File: src/shared/cit_pkg.sv
package cit_pkg;
	localparam logic [5:0] OFS_FLAG = 6'h00;
	localparam logic [5:0] OFS_IEN  = 6'h04;
	localparam logic [5:0] OFS_ERRC = 6'h08;
	localparam logic [5:0] OFS_CFG1 = 6'h0C;
	localparam logic [5:0] OFS_CFG2 = 6'h10;
	localparam logic [5:0] OFS_FEN  = 6'h14;
	localparam logic [5:0] OFS_BP0  = 6'h18;
	localparam logic [5:0] OFS_BP3  = 6'h24;
	localparam logic [15:0] RST_ZERO = 16'h0000;
	localparam logic [15:0] RST_FEN  = 16'hFFFF;
	localparam logic [7:0]  IRQ_MASK  = 8'hEF;
	localparam logic [15:0] CFG1_MASK = 16'h00FF;
	localparam logic [15:0] CFG2_MASK = 16'h47FF;
	localparam int SJW_LSB  = 6;
	localparam int BRP_LSB  = 0;
	localparam int PH2_LSB  = 8;
	localparam int FREE_BIT = 7;
	localparam int SAM_BIT  = 6;
	localparam int PH1_LSB  = 3;
	localparam int PRS_LSB  = 0;
	localparam int WAKF_BIT = 14;
	localparam logic [3:0] IPT_TQ   = 4'h2;
	localparam logic [3:0] FIFO_SEL = 4'hF;
	localparam logic [8:0] TX_ERR_INC  = 9'h008;
	localparam logic [8:0] RX_MAJ_INC  = 9'h008;
	localparam logic [8:0] RX_MIN_INC  = 9'h001;
	localparam logic [8:0] CNT_MAX     = 9'h0FF;
	localparam logic [7:0] PASSIVE_LIM = 8'h7F;
	localparam logic [7:0] RX_REC_VAL  = 8'h77;
	localparam int CLK_NS       = 20;
	localparam int WAKE_FILT_NS = 200;
	localparam int WAKE_CYC     = (WAKE_FILT_NS + CLK_NS - 1) / CLK_NS;
endpackage : cit_pkg

File: src/design/cit_regs.sv
// Added by the designer: the register addresses and register access over Wishbone.
`timescale 1ns/1ps
module cit_regs
#(
	parameter int WAKE_CYCLES = cit_pkg::WAKE_CYC
)(
	input  wire logic        i_clk,
	input  wire logic        i_reset,
	input  wire logic        i_wb_cyc,
	input  wire logic        i_wb_stb,
	input  wire logic        i_wb_we,
	input  wire logic [5:0]  i_wb_adr,
	input  wire logic [3:0]  i_wb_sel,
	input  wire logic [31:0] i_wb_dat,
	output logic      [31:0] o_wb_dat,
	output logic             o_wb_ack,
	input  wire logic [7:0]  i_irq_event,
	output logic             o_irq,
	input  wire logic        i_tx_err,
	input  wire logic        i_tx_ok,
	input  wire logic        i_rx_err,
	input  wire logic        i_rx_err_major,
	input  wire logic        i_rx_ok,
	input  wire logic        i_bus_off_recover,
	output logic             o_tq_tick,
	output logic      [2:0]  o_sjw_tq,
	output logic      [3:0]  o_prop_tq,
	output logic      [3:0]  o_ph1_tq,
	output logic      [3:0]  o_ph2_tq,
	input  wire logic        i_can_rx,
	input  wire logic        i_sample_point,
	output logic             o_rx_bit,
	output logic             o_wake_dominant,
	input  wire logic        i_hit_valid,
	input  wire logic [3:0]  i_hit_filter,
	output logic             o_store_valid,
	output logic      [3:0]  o_store_target,
	output logic             o_store_fifo
);
	import cit_pkg::*;
	if (WAKE_CYCLES < 1 || WAKE_CYCLES > 255)
	begin : g_chk
		$error("WAKE_CYCLES must lie in 1..255");
	end

	function automatic logic [15:0] wmerge(
		input logic [15:0] old,
		input logic [31:0] dat,
		input logic [3:0]  sel,
		input logic [15:0] mask
	);
		logic [15:0] r;
		r = old;
		if (sel[0])
			r[7:0] = dat[7:0];
		if (sel[1])
			r[15:8] = dat[15:8];
		return r & mask;
	endfunction : wmerge

	function automatic logic [3:0] route_of(
		input logic [15:0] ptr,
		input logic [1:0]  slot
	);
		return ptr[{slot, 2'b00} +: 4];
	endfunction : route_of

	// Bus slave
	logic        ack_reg, ack_next;
	logic [15:0] rdat_reg, rdat_next;
	logic        req, wr_go, rd_go;

	// Registers
	logic [7:0]  flag_reg, flag_next;
	logic [15:0] ien_reg, ien_next;
	logic [15:0] cfg1_reg, cfg1_next;
	logic [15:0] cfg2_reg, cfg2_next;
	logic [15:0] fen_reg, fen_next;
	logic [15:0] bp_reg [4], bp_next [4];
	logic [7:0]  tec_reg, tec_next;
	logic [7:0]  rec_reg, rec_next;
	logic [8:0]  sum;

	assign req   = i_wb_cyc & i_wb_stb;
	assign wr_go = req & i_wb_we & ack_reg;
	assign rd_go = req & ~i_wb_we & ack_reg;

	always_comb
	begin
		ack_next  = req & ~ack_reg;
		rdat_next = rdat_reg;
		if (ack_next && !i_wb_we)
		begin
			case (i_wb_adr)
				OFS_FLAG: rdat_next = {8'h00, flag_reg};
				OFS_IEN:  rdat_next = ien_reg;
				OFS_ERRC: rdat_next = {tec_reg, rec_reg};
				OFS_CFG1: rdat_next = cfg1_reg;
				OFS_CFG2: rdat_next = cfg2_reg;
				OFS_FEN:  rdat_next = fen_reg;
				6'h18:    rdat_next = bp_reg[0];
				6'h1C:    rdat_next = bp_reg[1];
				6'h20:    rdat_next = bp_reg[2];
				OFS_BP3:  rdat_next = bp_reg[3];
				default:  rdat_next = RST_ZERO;
			endcase
		end
	end

	always_ff @(posedge i_clk)
	begin
		if (i_reset)
		begin
			ack_reg  <= 1'b0;
			rdat_reg <= RST_ZERO;
		end
		else
		begin
			ack_reg  <= ack_next;
			rdat_reg <= rdat_next;
		end
	end

	assign o_wb_ack = ack_reg;
	assign o_wb_dat = {16'h0000, rdat_reg};

	// Events are OR'd in last so a flag raised in a clearing cycle survives
	always_comb
	begin
		flag_next = flag_reg;
		if (wr_go && i_wb_adr == OFS_FLAG && i_wb_sel[0])
			flag_next = flag_reg & i_wb_dat[7:0];
		if (rd_go && i_wb_adr == OFS_FLAG)
			flag_next = 8'h00;
		flag_next = flag_next | (i_irq_event & IRQ_MASK);
	end

	always_comb
	begin
		ien_next  = ien_reg;
		cfg1_next = cfg1_reg;
		cfg2_next = cfg2_reg;
		fen_next  = fen_reg;
		for (int k = 0; k < 4; k++)
			bp_next[k] = bp_reg[k];
		if (wr_go)
		begin
			case (i_wb_adr)
				OFS_IEN:  ien_next  = wmerge(ien_reg, i_wb_dat, i_wb_sel,
					{8'h00, IRQ_MASK});
				OFS_CFG1: cfg1_next = wmerge(cfg1_reg, i_wb_dat, i_wb_sel, CFG1_MASK);
				OFS_CFG2: cfg2_next = wmerge(cfg2_reg, i_wb_dat, i_wb_sel, CFG2_MASK);
				OFS_FEN:  fen_next  = wmerge(fen_reg, i_wb_dat, i_wb_sel, RST_FEN);
				6'h18:    bp_next[0] = wmerge(bp_reg[0], i_wb_dat, i_wb_sel, RST_FEN);
				6'h1C:    bp_next[1] = wmerge(bp_reg[1], i_wb_dat, i_wb_sel, RST_FEN);
				6'h20:    bp_next[2] = wmerge(bp_reg[2], i_wb_dat, i_wb_sel, RST_FEN);
				OFS_BP3:  bp_next[3] = wmerge(bp_reg[3], i_wb_dat, i_wb_sel, RST_FEN);
				default:  ;
			endcase
		end
	end

	always_ff @(posedge i_clk)
	begin
		if (i_reset)
		begin
			flag_reg <= 8'h00;
			ien_reg  <= RST_ZERO;
			cfg1_reg <= RST_ZERO;
			cfg2_reg <= RST_ZERO;
			fen_reg  <= RST_FEN;
			for (int k = 0; k < 4; k++)
				bp_reg[k] <= RST_ZERO;
		end
		else
		begin
			flag_reg <= flag_next;
			ien_reg  <= ien_next;
			cfg1_reg <= cfg1_next;
			cfg2_reg <= cfg2_next;
			fen_reg  <= fen_next;
			for (int k = 0; k < 4; k++)
				bp_reg[k] <= bp_next[k];
		end
	end

	assign o_irq = |(flag_reg & ien_reg[7:0]);
	// Error counts saturate at the field limit; bus-off is kept by the engine
	always_comb
	begin
		tec_next = tec_reg;
		rec_next = rec_reg;
		sum      = 9'h000;
		if (i_bus_off_recover)
		begin
			tec_next = 8'h00;
			rec_next = 8'h00;
		end
		else
		begin
			if (i_tx_err)
			begin
				sum      = {1'b0, tec_reg} + TX_ERR_INC;
				tec_next = (sum > CNT_MAX) ? 8'hFF : sum[7:0];
			end
			else if (i_tx_ok && tec_reg != 8'h00)
				tec_next = tec_reg - 8'h01;
			if (i_rx_err)
			begin
				sum = {1'b0, rec_reg} + (i_rx_err_major ? RX_MAJ_INC : RX_MIN_INC);
				rec_next = (sum > CNT_MAX) ? 8'hFF : sum[7:0];
			end
			else if (i_rx_ok)
			begin
				if (rec_reg > PASSIVE_LIM)
					rec_next = RX_REC_VAL;
				else if (rec_reg != 8'h00)
					rec_next = rec_reg - 8'h01;
			end
		end
	end

	always_ff @(posedge i_clk)
	begin
		if (i_reset)
		begin
			tec_reg <= 8'h00;
			rec_reg <= 8'h00;
		end
		else
		begin
			tec_reg <= tec_next;
			rec_reg <= rec_next;
		end
	end

	// Bit timing
	logic [6:0] div_reg, div_next, div_last;
	logic       tick_reg, tick_next;
	logic [2:0] sjw_next;
	logic [3:0] prop_next, ph1_next, ph2_next;
	// Divider period is 2*(setting+1); a shrunk setting wraps at once instead of overflowing
	assign div_last = {cfg1_reg[BRP_LSB +: 6], 1'b1};

	always_comb
	begin
		tick_next = (div_reg >= div_last);
		div_next  = tick_next ? 7'h00 : div_reg + 7'h01;
		sjw_next  = {1'b0, cfg1_reg[SJW_LSB +: 2]} + 3'h1;
		prop_next = {1'b0, cfg2_reg[PRS_LSB +: 3]} + 4'h1;
		ph1_next  = {1'b0, cfg2_reg[PH1_LSB +: 3]} + 4'h1;
		if (cfg2_reg[FREE_BIT])
			ph2_next = {1'b0, cfg2_reg[PH2_LSB +: 3]} + 4'h1;
		else
			ph2_next = (ph1_next > IPT_TQ) ? ph1_next : IPT_TQ;
	end

	always_ff @(posedge i_clk)
	begin
		if (i_reset)
		begin
			div_reg   <= 7'h00;
			tick_reg  <= 1'b0;
			o_sjw_tq  <= 3'h1;
			o_prop_tq <= 4'h1;
			o_ph1_tq  <= 4'h1;
			o_ph2_tq  <= IPT_TQ;
		end
		else
		begin
			div_reg   <= div_next;
			tick_reg  <= tick_next;
			o_sjw_tq  <= sjw_next;
			o_prop_tq <= prop_next;
			o_ph1_tq  <= ph1_next;
			o_ph2_tq  <= ph2_next;
		end
	end

	assign o_tq_tick = tick_reg;

	// Bus sampling and wake filter
	logic [2:0] hist_reg, hist_next;
	logic [7:0] wcnt_reg, wcnt_next;
	logic       rxb_reg, rxb_next, wake_reg, wake_next, maj;
	always_comb
	begin
		hist_next = tick_reg ? {hist_reg[1:0], i_can_rx} : hist_reg;
		maj       = (hist_reg[0] & (hist_reg[1] | hist_reg[2])) | (hist_reg[1] & hist_reg[2]);
		rxb_next  = rxb_reg;
		if (i_sample_point)
			rxb_next = cfg2_reg[SAM_BIT] ? maj : hist_reg[0];
		// Short dominant glitches never reach the wake logic when filtered
		wcnt_next = wcnt_reg;
		if (i_can_rx)
			wcnt_next = 8'h00;
		else if (wcnt_reg != WAKE_CYCLES[7:0])
			wcnt_next = wcnt_reg + 8'h01;
		wake_next = cfg2_reg[WAKF_BIT] ? (wcnt_next == WAKE_CYCLES[7:0]) : ~i_can_rx;
	end

	always_ff @(posedge i_clk)
	begin
		if (i_reset)
		begin
			hist_reg <= 3'h7;
			rxb_reg  <= 1'b1;
			wcnt_reg <= 8'h00;
			wake_reg <= 1'b0;
		end
		else
		begin
			hist_reg <= hist_next;
			rxb_reg  <= rxb_next;
			wcnt_reg <= wcnt_next;
			wake_reg <= wake_next;
		end
	end

	assign o_rx_bit        = rxb_reg;
	assign o_wake_dominant = wake_reg;

	// Acceptance routing
	logic       stv_reg, stv_next;
	logic [3:0] tgt_reg, tgt_next;
	always_comb
	begin
		stv_next = i_hit_valid & fen_reg[i_hit_filter];
		tgt_next = tgt_reg;
		if (stv_next)
			tgt_next = route_of(bp_reg[i_hit_filter[3:2]], i_hit_filter[1:0]);
	end

	always_ff @(posedge i_clk)
	begin
		if (i_reset)
		begin
			stv_reg <= 1'b0;
			tgt_reg <= 4'h0;
		end
		else
		begin
			stv_reg <= stv_next;
			tgt_reg <= tgt_next;
		end
	end

	assign o_store_valid  = stv_reg;
	assign o_store_target = tgt_reg;
	assign o_store_fifo   = (tgt_reg == FIFO_SEL);
endmodule : cit_regs

File: config.mk
export PLATFORM = sky130hd
export DESIGN_NAME = cit_regs
export DESIGN_NICKNAME = d
export VERILOG_FILES = /design/src/shared/cit_pkg.sv /design/src/design/cit_regs.sv
export SDC_FILE = /design/constraint.sdc
export NUM_CORES = 1
export LEC_CHECK = 0
export BUFFER_PORTS_ARGS = -buffer_cell sky130_fd_sc_hd__buf_2
export CORE_MARGIN = 10
export CORE_UTILIZATION = 53
export CTS_BUF_LIST = sky130_fd_sc_hd__clkbuf_8
export CTS_CLUSTER_SIZE = 20
export DETAILED_ROUTE_END_ITERATION = 8
export GPL_TIMING_DRIVEN = 0
export PLACE_DENSITY = 0.74
export REMOVE_ABC_BUFFERS = 1
export SLEW_MARGIN = 20
export SYNTH_ARGS = -nofsm -noshare
export SYNTH_HDL_FRONTEND = slang
export SYNTH_SLANG_ARGS = --single-unit
File: constraint.sdc
create_clock -name i_clk -period 5.3 [get_ports i_clk]
set_input_delay 0.265 -clock i_clk [delete_from_list [all_inputs] [get_ports i_clk]]
set_output_delay 0.265 -clock i_clk [all_outputs]
set_load 0.05 [all_outputs]
# After elaboration in Yosys (flattened, before gate mapping)
# Memory sizes are Yosys's and may differ from the RTL's.
# Cells that the tools add are included.
[op_classes]
n_addsub = 10
order_cmp = 6
n_eq_ne = 12
shift = 1
mux = 40
bitwise = 21
reduce_logical = 22
[op_table]
columns = ["op", "n"]
rows = [
  ["$mux W8", 20],
  ["$pmux W16 S10", 1],
  ["$mux W16", 8],
  ["$mux W64", 1],
  ["$eq A6 B5 Y1 const B", 4],
  ["$gt A9 B8 Y1 const B", 2],
  ["$reduce_and A3 Y1", 6],
  ["$and A8 B8 Y8", 2],
  ["$reduce_bool A8 Y1", 2],
  ["$shiftx A16 B5 Y4", 1],
  ["$sub A8 B1 Y8 const B", 2],
  ["$add A3 B1 Y4 const B", 3],
  ["$eq A6 B4 Y1 const B", 2],
  ["$eq A6 B6 Y1 const B", 2],
  ["$mux W4", 3],
  ["$add A8 B4 Y9", 1],
  ["$add A8 B4 Y9 const B", 1],
  ["$and A1 B1 Y1", 9],
  ["$add A8 B1 Y8 const B", 1],
  ["$eq A8 B4 Y1 const B", 1],
  ["$gt A8 B7 Y1 const B", 1],
  ["$ne A8 B4 Y1 const B", 1],
  ["$or A8 B8 Y8", 1],
  ["$reduce_or A8 Y1", 1],
  ["18 further kinds", 36],
]
[totals]
ff_bits = 125
ramBits = 64
inputBits = 68
output_inout_bits = 58
memories = 1
[mem_list]
columns = ["name", "depth", "width", "rd", "rd_ports_with_merged_regs", "wr", "line_no", "rtl"]
rows = [
  ["bp_reg", 4, 16, 5, 0, 4, "cit_regs.sv:79", "logic [15:0] bp_reg [4], bp_next [4];"],
]

# Longest topological paths before layout
# Gate-level depths: netlist of the first run.
[depth]
depth_word = 8
mapped_depth = 8
ltp_nobuf = 8

# Worst setup path after synthesis of the first run
# OpenSTA, ideal clock, no wires.
[synth_timing]
path_type = "flip-flop to flip-flop"
startpoint = "register ack_reg (netlist: o_wb_ack)"
endpoint = "register fen_reg[7]"
setup_ps = 137
arrival_time_ps = 1925
t_required_ps = 5163
path_slack_ps = 3238
stages_incl_launch_ff = 8
period_less_slack_ps = 2062
path_cell_list = "dfxtp_1 and3_1 and3_1 clkbuf_1 buf_1 nand2_1 nand2_1 nand3_1"
[synth_between]
elab_chain_cells = 2
[synth_lines]
columns = ["item", "line_no", "rtl"]
rows = [
  ["from (decl)", "cit_regs.sv:69", "logic ack_reg, ack_next;"],
  ["from (signal assigned)", "cit_regs.sv:119", "ack_reg <= ack_next;"],
  ["$and A1 B1 Y1", "cit_regs.sv:85", "assign wr_go = req & i_wb_we & ack_reg;"],
  ["$reduce_and A3 Y1 (no source line)", "--", ""],
  ["to (signal assigned)", "cit_regs.sv:181", "fen_reg <= fen_next;"],
  ["to (decl)", "cit_regs.sv:78", "logic [15:0] fen_reg, fen_next;"],
]
# No other way between the ends.
# A chain may end at the register's enable or synchronous reset.

# Worst setup path after layout of the first run
[layout_timing]
startpoint = "register rec_reg[3]"
endpoint = "register rec_reg[2]"
[layout_between]
elab_chain_cells = 4
[layout_lines]
columns = ["item", "line_no", "rtl"]
rows = [
  ["from (decl)", "cit_regs.sv:81", "logic [7:0] rec_reg, rec_next;"],
  ["from (signal assigned)", "cit_regs.sv:233", "rec_reg <= rec_next;"],
  ["$add A8 B4 Y9 / $gt A8 B7 Y1 (equally long branches)", "cit_regs.sv:210, cit_regs.sv:215", ""],
  ["$gt A9 B8 Y1 / $mux W8 (equally long branches)", "cit_regs.sv:211, cit_regs.sv:215", ""],
  ["$mux W8, on equally long branches", "cit_regs.sv:211, cit_regs.sv:213", ""],
  ["$mux W8", "cit_regs.sv:208", "if (i_rx_err)"],
]
# Parallel ways exist; a longest one is shown, timed or not. The select of a mux whose other input is x is not followed.

==> impl_results.md, run 1 <==
- Initial DRC Count: 1,169
- Hold path depth: 3
- Final WL: 27,400 µm
- First-pass GRT wire length: 43,500 µm
- Seq/Total Area, Yosys: 0.401
- Global placement routability congestion: 0.873
- Max-Cap Viols: 0
- Clock root cell: clkbuf_8
- Clk sinks: 189
- Status: finished clean
- Synth Area in Simple Gates: 0.226
- Endpoints failing setup: 0
- Num CTS Buffers: 17
- Critical-path maximum fanout: 8
- VDD IR max: 0.175 mV
- Setup crit start kind: flop
- I/O Buffers: 90
- Power per standard cell area: 275 nW/µm²
- CTS Buffer Depth: 2
- Adder-cell share of the synthesized area: 0.0345
- Post-Synth XOR/XNOR Area: 0.0204
- CP startpoint: rec_reg[3]
- Asr flop ratio synth: 0
- Reg2reg setup slack: 2970 ps
- Slew HR: 0.261
- Top Ports: 126
- Leakage power: 3.83 nW
- Vias in the first global route: 8,033
- GR Overflow Total: 0
- CTS H-tree lvls: 4
- RSZ-0062 raised after global routing: no
- Mux share of post-synthesis cell area: 0.0504
- Syn Inst Count: 1,130
- Min Tclk post-route: 2330 ps
- Die area: 23,500 µm²
- Synth Register Bits: 189
- Number of antenna violations at the first check in global routing: 0
- Largest register FFs: 64
- Starting Density: 0.544
- WP data required: 5660 ps
- Largest net degree at the start of global routing: 84
- Chip width: 153 µm
- Drt drc: 0
- Synth Area in Compound Gates: 0.204
- Main synth FF type: dfxtp_1
- Top cells by area, synth: dfxtp_1, nand2_1, nand3_1
- Worst Hold Path EP: o_rx_bit
- TritonCTS clock tree: built
- Total GRT Usage: 0.223
- Setup TNS Final: 0 ps
- Final Skew: 11.2 ps
- Worst setup EP type: flop
- Die H: 153 µm
- Synthesis-to-finish area growth: 11.0%
- Core Area: 17,400 µm²
- Final max-slew violation count: 0
- Clock-pin transition on the worst setup and hold timing paths: 100 ps
- Antenna cells: 0
- Peak Freq: 0.429 GHz
- Layout Nets: 1,266
- Final antenna-violating net count: 0
- Type of the most critical hold path: in -> reg
- Cell Rows: 48
- Reg2reg path depth: 6
- Final Cycle Share: 0.440
- Synth Warn #: 0
- CP Class: reg -> reg
- First-pass DRT Iterations: 6
- DP HPWL: 18,800 µm
- WL/cell: 19.4 µm
- Slew of the pin with the lowest slew margin: 1100 ps
- Clock insertion delay at the later pin of the skew report: 490 ps
- Post-synth EDFFs: 0
- Final Core Density: 0.604
- Synth top area share: 0.401
- WHS: 36.6 ps
- Crit path DAT: 2690 ps
- Vias post-DR: 8,855
- Fin. Hold Viols: 0
- R2R Path End: rec_reg[2]
- Synth area leader: dfxtp_1
- Worst reg2reg startpoint: rec_reg[3]
- Count of cell types in the netlist: 65
- Synth Area per Inst: 8.35 µm²
- Share of post-route cells with drive strength above 1: 0.145
- Hold Crit Start: i_sample_point
- Largest family of logic cells by synthesized area: simple AND/OR/NAND/NOR gates
- Vias per inst: 6.28
- Post-Syn Area: 9440 µm²
## synth_stat cells (all sizes together) (15+ instances only)
library cell / count
a22oi: 42
o21ai: 21
nor2: 60
mux4: 18
inv: 28
buf: 46
ha: 26
nand2: 181
a222oi: 21
nand3: 130
clkbuf: 53
and3: 17
dfxtp: 189
xnor2: 15
a21oi: 121
## final cells by class
type,instances,area [µm²]
fill,1549,6880
clock inverter,12,184
multi-input combinational,828,5140
inverter,29,109
timing repair buffer,107,708
clock buffer,20,275
tap,225,282
sequential,189,3780
## metrics by stage
stage                     std cells  cell area, µm²  setup WS (ps)  power [W]
final                          1410           10500           2970    0.00289
after global routing           1410           10500           2740    0.00298
after CTS                      1409           10500           2900    0.00289
after floorplan                1046            9000           2400    0.00169
after global placement         1361            9740            961    0.00181
after detailed placement       1370            9930           2380    0.00181
## report_power, final
group	internal, W	leakage, nW	total, W	switching [W]
registers	0.00145	1.53	0.00148	0.0000365
logic	0.000105	2.07	0.000308	0.000203
clock network	0.000556	0.226	0.00110	0.000541
total	0.00211	3.83	0.00289	0.000780
## worst max path at each step
| stage | end | slack, ps | cells after the start |
|---|---|---|---|
| finish | rec_reg[2] | 2970 | 6 |
| global route | rec_reg[2] | 2740 | 6 |
| CTS | cfg2_reg[7] | 2900 | 6 |
| detailed placement | cfg2_reg[7] | 2380 | 6 |
| global placement | o_prop_tq[3] | 960 | 4 |
| floorplan | flag_reg[0] | 2400 | 5 |
## worst max-delay path: stages (launching register included)
cell and delay [ps]:
dfxtp_1 530, ha_1 330, a31oi_1 500, o21ai_0 360
o21ai_0 240, o2bb2ai_1 140, a221oi_1 110
## layer usage
| metal | wire length, µm | global-route usage |
|---|---|---|
| met5 | 0 | 0 |
| met3 | 2280 | 0.0488 |
| met4 | 537 | 0.0675 |
| met2 | 12900 | 0.359 |
| met1 | 11700 | 0.292 |
## cell usage in the layout, fill, tap and decap left out, drive strengths merged, types with 17 or more instances in the layout
cell / Yosys / routed
a21oi: 121 / 121
a222oi: 21 / 21
a22oi: 42 / 42
and3: 17 / 17
buf: 46 / 100
clkbuf: 53 / 20
dfxtp: 189 / 189
ha: 26 / 26
inv: 28 / 30
mux4: 18 / 18
nand2: 181 / 181
nand3: 130 / 130
nor2: 60 / 60
o21ai: 21 / 21
## repair_timing
item / in CTS / in global routing
resized for setup: 0 / 0
endpoints found under the hold margin: 7 / 0
hold buffers: 7 / 0
setup buffers: 0 / 0
## kinds of logic (layout without fill, tap and decap cells)
logic type / count (synthesis) / in the layout
and+or+nand+nor: 452 / 452
other: 1 / 16
AOI/OAI and AO/OA: 287 / 287
xor gates and xnor gates: 22 / 22
DFF: 189 / 189
muxes: 25 / 25
adders and majority gates: 26 / 26
buffers and inverters: 128 / 168
Power figures use the tool's default switching activity.
==> inputs of run 2 (changes only) <==
- ABC_AREA: unset -> 1
- clock period: 5.3 -> 2.32 ns (I/O delays scaled with it)
==> impl_results.md, run 2 <==
- Status: finished clean
- Slowest cell on crit path: nand3_2
- Asr flop ratio synth: 0
- CP startpoint: i_wb_adr[4]
- Slowest stage delay, CP: 640 ps
- Top Ports: 126
- First-pass GRT wire length: 48,300 µm
- WL/cell: 16.3 µm
- I/O Buffers: 90
- Antenna cells: 0
- Endpoints failing setup: 0
- Leakage power: 4.96 nW
- Vias in the first global route: 9,374
- Final WL: 29,600 µm
- Global placement routability congestion: 0.918
- Crit path DAT: 2570 ps
- Post-synth EDFFs: 0
- Synth top area share: 0.377
- TritonCTS clock tree: built
- Clk sinks: 189
- Slew HR: 0.234
- Filler cell count: 1,831
- Slew of the pin with the lowest slew margin: 1150 ps
- Number of antenna violations at the first check in global routing: 0
- Commonest non-fill, non-tap cell in the layout: nand2_1
- Synth Register Bits: 189
- Worst path cell trace: buf_2 -> inv_1 -> nor2_2 -> nand3_2 -> inv_1 -> nand2_1 -> o21ai_0 -> a21oi_1
- Largest net degree at the start of global routing: 72
- First-pass DRT Iterations: 6
- Post-Synth XOR/XNOR Area: 0.0175
- Vias per inst: 5.49
- Worst setup EP type: flop
- Die area: 24,800 µm²
- Chip width: 158 µm
- Seq/Total Area, Yosys: 0.377
- Crit path top cell by count: inv_1
- Largest register FFs: 64
- Final max-slew violation count: 0
- Final Cycle Share: 0.953
- Num CTS Buffers: 17
- Type of the most critical hold path: in -> reg
- CTS Buffer Depth: 2
- Cell Rows: 50
- Overall Power: 0.00688 W
- CTS H-tree lvls: 4
- Critical-path maximum fanout: 16
- Mux share of post-synthesis cell area: 0
- Layout Nets: 1,660
- Clock insertion delay at the later pin of the skew report: 490 ps
- Post-Syn Area: 10,000 µm²
- Synth area leader: dfxtp_1
- Final Skew: 15.1 ps
- Fin. Hold Viols: 0
- Max-Cap Viols: 0
- Count of cell types in the netlist: 40
- DP Area: 10,500 µm²
- Drt drc: 0
- Largest family of logic cells by synthesized area: simple AND/OR/NAND/NOR gates
- Fin area: 11,200 µm²
- Synthesis-to-finish area growth: 11.2%
- WP data required: 2670 ps
- Hold Crit Start: i_wb_dat[1]
- Synth Warn #: 0
- Clock root cell: clkbuf_8
- Most frequent cells in the layout: nand2_1, dfxtp_1, nor2_1, inv_1
- Final antenna-violating net count: 0
- Most common cell in the synthesized netlist: nand2_1
- Synth Area in Simple Gates: 0.306
- GR Overflow Total: 0
- Die H: 158 µm
- RSZ-0062 raised after global routing: no
- Core Area: 18,600 µm²
- Syn Inst Count: 1,494
- DP HPWL: 20,500 µm
- Top cells by area, synth: dfxtp_1, nand2_1, nor2_1
- Peak Freq: 0.452 GHz
- Worst reg2reg startpoint: o_wb_ack
- Power per standard cell area: 616 nW/µm²
- Share of post-route cells with drive strength above 1: 0.0994
- Initial DRC Count: 859
- VDD IR max: 0.422 mV
- Setup crit start kind: primary input
- Setup TNS Final: 0 ps
- Vias post-DR: 9,947
- Starting Density: 0.538
- Synth Area per Inst: 6.72 µm²
- Clock-pin transition on the worst setup and hold timing paths: 100 ps
- Top cells by count, synth: nand2_1, dfxtp_1, nor2_1
- Synth Area in Compound Gates: 0.158
- Total GRT Usage: 0.243
- Adder-cell share of the synthesized area: 0.0324
- Min Tclk post-route: 2210 ps
- CP Class: in -> reg
- Main synth FF type: dfxtp_1
-- run 2: cell types whose count changed after synthesis, sizes merged, moves of 26 or more --
cell | before | now
nor2 | 60 | 188
o21ai | 21 | 136
a22oi | 42 | 0
clkbuf | 53 | 27
nand2 | 181 | 332
inv | 28 | 175
-- run 2: timing repair --
action,4_1_cts,5_1_grt
hold buffers,23,0
endpoints found under the setup margin,16,3
resized for setup,1,2
endpoints found under the hold margin,61,0
buffers inserted,0,0
-- run 2: logic make-up after synthesis --
family | count (synthesis)
AO/OA/AOI/OAI | 300
XOR/XNOR | 20
adder cells (fa/ha/maj) | 26
buffers and inverters | 254
flip-flops | 189
other | 1
AND/OR/NAND/NOR | 704
-- run 2: cell type report --
type	instances	area [µm²]	share of cell area
Multi-Input combinational cell	1066	5240	0.469
Sequential cell	189	3780	0.339
Clock buffer	17	234	0.0210
Clock inverter	15	223	0.0200
Inverter	177	667	0.0597
Tap cell	234	293	0.0262
Timing Repair Buffer	115	723	0.0648
-- run 2: power breakdown --
group	switching, W	internal, W
combinational	0.000666	0.000291
clock	0.00138	0.00113
sequential	0.0000918	0.00333
-- run 2: worst max-delay path, delay by kind of cell --
family	cells	cell delay, ps
simple gates	3	1610
buf+inv	3	480
compound gates	2	360
-- run 2: path summary, 6_finish.rpt --
check / slack (ps) / endpoint / depth (start not counted)
setup reg to reg: 240 / bp_reg[0][9] / 7
hold reg to reg: 450 / o_sjw_tq[0] / 1
hold / removal: 10 / fen_reg[1] / 3
setup / recovery: 110 / bp_reg[0][9] / 8
-- run 2: metrics by stage --
stage / hold WS, ps / cells / utilization / worst slack, ps
after floorplan: 183 / 1432 / - / 246
after global placement: 318 / 1756 / 0.559 / -1740
after detailed placement: 332 / 1758 / 0.561 / -763
after CTS: 2.43 / 1813 / 0.598 / 170
after global routing: 16.3 / 1813 / 0.599 / 4.05
final: 12.8 / 1813 / 0.599 / 109
-- run 2: layer usage --
layer	global-route usage	part of all wire
met3	0.0426	0.071
met4	0.0726	0.022
met2	0.411	0.48
met1	0.309	0.43
met5	0	0
==> inputs of run 3 (changes only) <==
- CTS_BUF_LIST: sky130_fd_sc_hd__clkbuf_8 -> sky130_fd_sc_hd__clkbuf_16
==> impl_results.md, run 3 (same netlist as run 2, synthesis figures left out) <==
- Status: finished clean
- Layout Nets: 1,657
- Clk sinks: 189
- Worst setup EP type: flop
- Final Skew: 9.78 ps
- Critical-path maximum fanout: 38
- Worst path cell trace: buf_2 -> inv_1 -> nand3_1 -> nand3_1 -> nand2_1 -> nand3_1 -> nand2_1 -> nor2_1
- Max-Cap Viols: 0
- Final Non-Filler Cells: 1,810
- Final antenna-violating net count: 0
- Worst setup endpoint: o_store_target[3]
- Synthesis-to-finish area growth: 12.9%
- Peak Freq: 0.474 GHz
- Min Tclk post-route: 2110 ps
- Final WL: 29,900 µm
- Reg2reg path depth: 7
- First-pass GRT wire length: 48,700 µm
- Initial DRC Count: 939
- WP data required: 2660 ps
- Clock-pin transition on the worst setup and hold timing paths: 70 ps
- Setup crit start kind: primary input
- Largest net degree at the start of global routing: 72
- Levels on crit path: 8
- Vias in the first global route: 9,507
- Type of the most critical hold path: in -> reg
- Die area: 24,800 µm²
- CP startpoint: i_hit_filter[2]
- Reg2reg setup slack: 260 ps
- Vias per inst: 5.52
- Slew HR: 0.207
- CTS H-tree lvls: 4
- Worst reg2reg startpoint: o_wb_ack
- Drt drc: 0
- CP Class: in -> reg
- R2R Path End: bp_reg[2][13]
- Crit-path leading delay family: buffers and inverters
- Top Ports: 126
- I/O Buffers: 90
- Vias post-DR: 9,988
- Power per standard cell area: 670 nW/µm²
- Slew of the pin with the lowest slew margin: 1190 ps
- Number of antenna violations at the first check in global routing: 0
- GR Overflow Total: 0
- Clock insertion delay at the later pin of the skew report: 440 ps
- Num CTS Buffers: 17
- Global placement routability congestion: 0.918
- Worst path bufs/invs: 2
- Commonest non-fill, non-tap cell in the layout: nand2_1
- VDD IR max: 0.544 mV
- RSZ-0062 raised after global routing: no
- Total GRT Usage: 0.244
- Core Area: 18,600 µm²
- Fin. Hold Viols: 0
- Area of the multi-input gates: 5250 µm²
- Leakage power: 5.04 nW
- DP Area: 10,500 µm²
- Endpoints failing setup: 0
- Fin area: 11,300 µm²
- DP HPWL: 20,500 µm
- Filler cell count: 1,791
- Antenna cells: 0
- Final Cycle Share: 0.909
- First-pass DRT Iterations: 5
- Crit path top cell by count: nand3_1
- Hold Crit Start: i_wb_dat[4]
- TritonCTS clock tree: built
- Slowest stage delay, CP: 770 ps
- CTS Buffer Depth: 2
- Storage cell area: 3780 µm²
- Share of post-route cells with drive strength above 1: 0.0996
- Slowest cell on crit path: inv_1
- Most frequent cells in the layout: nand2_1, dfxtp_1, nor2_1, inv_1
- Die H: 158 µm
- Crit path DAT: 2440 ps
- Largest register FFs: 64
- Final max-slew violation count: 0
- Number of setup buffers added after CTS: 0
- Starting Density: 0.538
- Inst Count DP: 1,758
- Chip width: 158 µm
- Cell Rows: 50
- WL/cell: 16.5 µm
- Clock root cell: clkbuf_16
==> run 3: cell count changes in the layout (fill, tap and decap cells not counted) <==
cell / previous run / this run
nand3_2: 4 / 3
dlygate4sd3_1: 23 / 20
clkbuf_16: 0 / 17
clkbuf_8: 17 / 0
nand3_4: 0 / 1
==> run 3: worst min-delay path by stage <==
| stage | slack, ps | cells after the start | end |
|---|---|---|---|
| floorplan | 180 | 1 | o_ph1_tq[1] |
| global placement | 320 | 2 | o_rx_bit |
| detailed placement | 330 | 2 | o_rx_bit |
| CTS | 30 | 3 | bp_reg[3][4] |
| global route | 50 | 3 | bp_reg[1][4] |
| finish | 50 | 3 | bp_reg[1][4] |
==> run 3: timing repair <==
item                                    CTS  global route
hold buffers                             20             0
endpoints found under the setup margin   16             4
resized for setup                         1             3
hold endpoints to repair                 21             0
==> run 3: layout make-up <==
cell class / count / share of cell area
well taps: 234 / 0.0258
inverters: 177 / 0.0589
repair buffers: 112 / 0.0612
clock buffers: 17 / 0.0375
multi-input cells: 1066 / 0.463
clock inverters: 15 / 0.0197
flip-flops and latches: 189 / 0.334
==> run 3: power breakdown <==
group	switching, W	leakage, nW	internal (W)	total, W
combinational	0.000667	3.19	0.000288	0.000955
clock	0.00146	0.316	0.00176	0.00322
sequential	0.0000921	1.53	0.00333	0.00342
total	0.00222	5.04	0.00538	0.00759
==> run 3: routing by layer <==
layer	up-vias	GRT usage	part of all wire
met1	4602	0.308	0.43
met4	0	0.0850	0.030
met5	-	0	0
met2	348	0.412	0.48
li1	4975	-	-
met3	63	0.0426	0.067
==> run 3: worst register-to-register path, cell delays in order (launching register included) <==
cell,delay [ps]
dfxtp_1,410
inv_1,110
nor3b_4,270
nand2_1,230
inv_2,150
nand2_1,350
o21ai_0,350
a21oi_1,70
==> run 3: metrics by stage <==
| step | setup TNS (ps) | utilization | hold slack (ps) | total power, W | setup slack, ps |
|---|---|---|---|---|---|
| 3_5_place_dp | -16190 | 0.561 | 332 | 0.00441 | -763 |
| 5_1_grt | 0 | 0.608 | 53.7 | 0.00786 | 22.0 |
| 3_3_place_gp | -172080 | 0.559 | 318 | 0.00439 | -1740 |
| 6_report | 0 | 0.608 | 48.0 | 0.00759 | 211 |
| 4_1_cts | 0 | 0.607 | 28.5 | 0.00761 | 133 |
| 2_1_floorplan | 0 | - | 183 | 0.00409 | 246 |
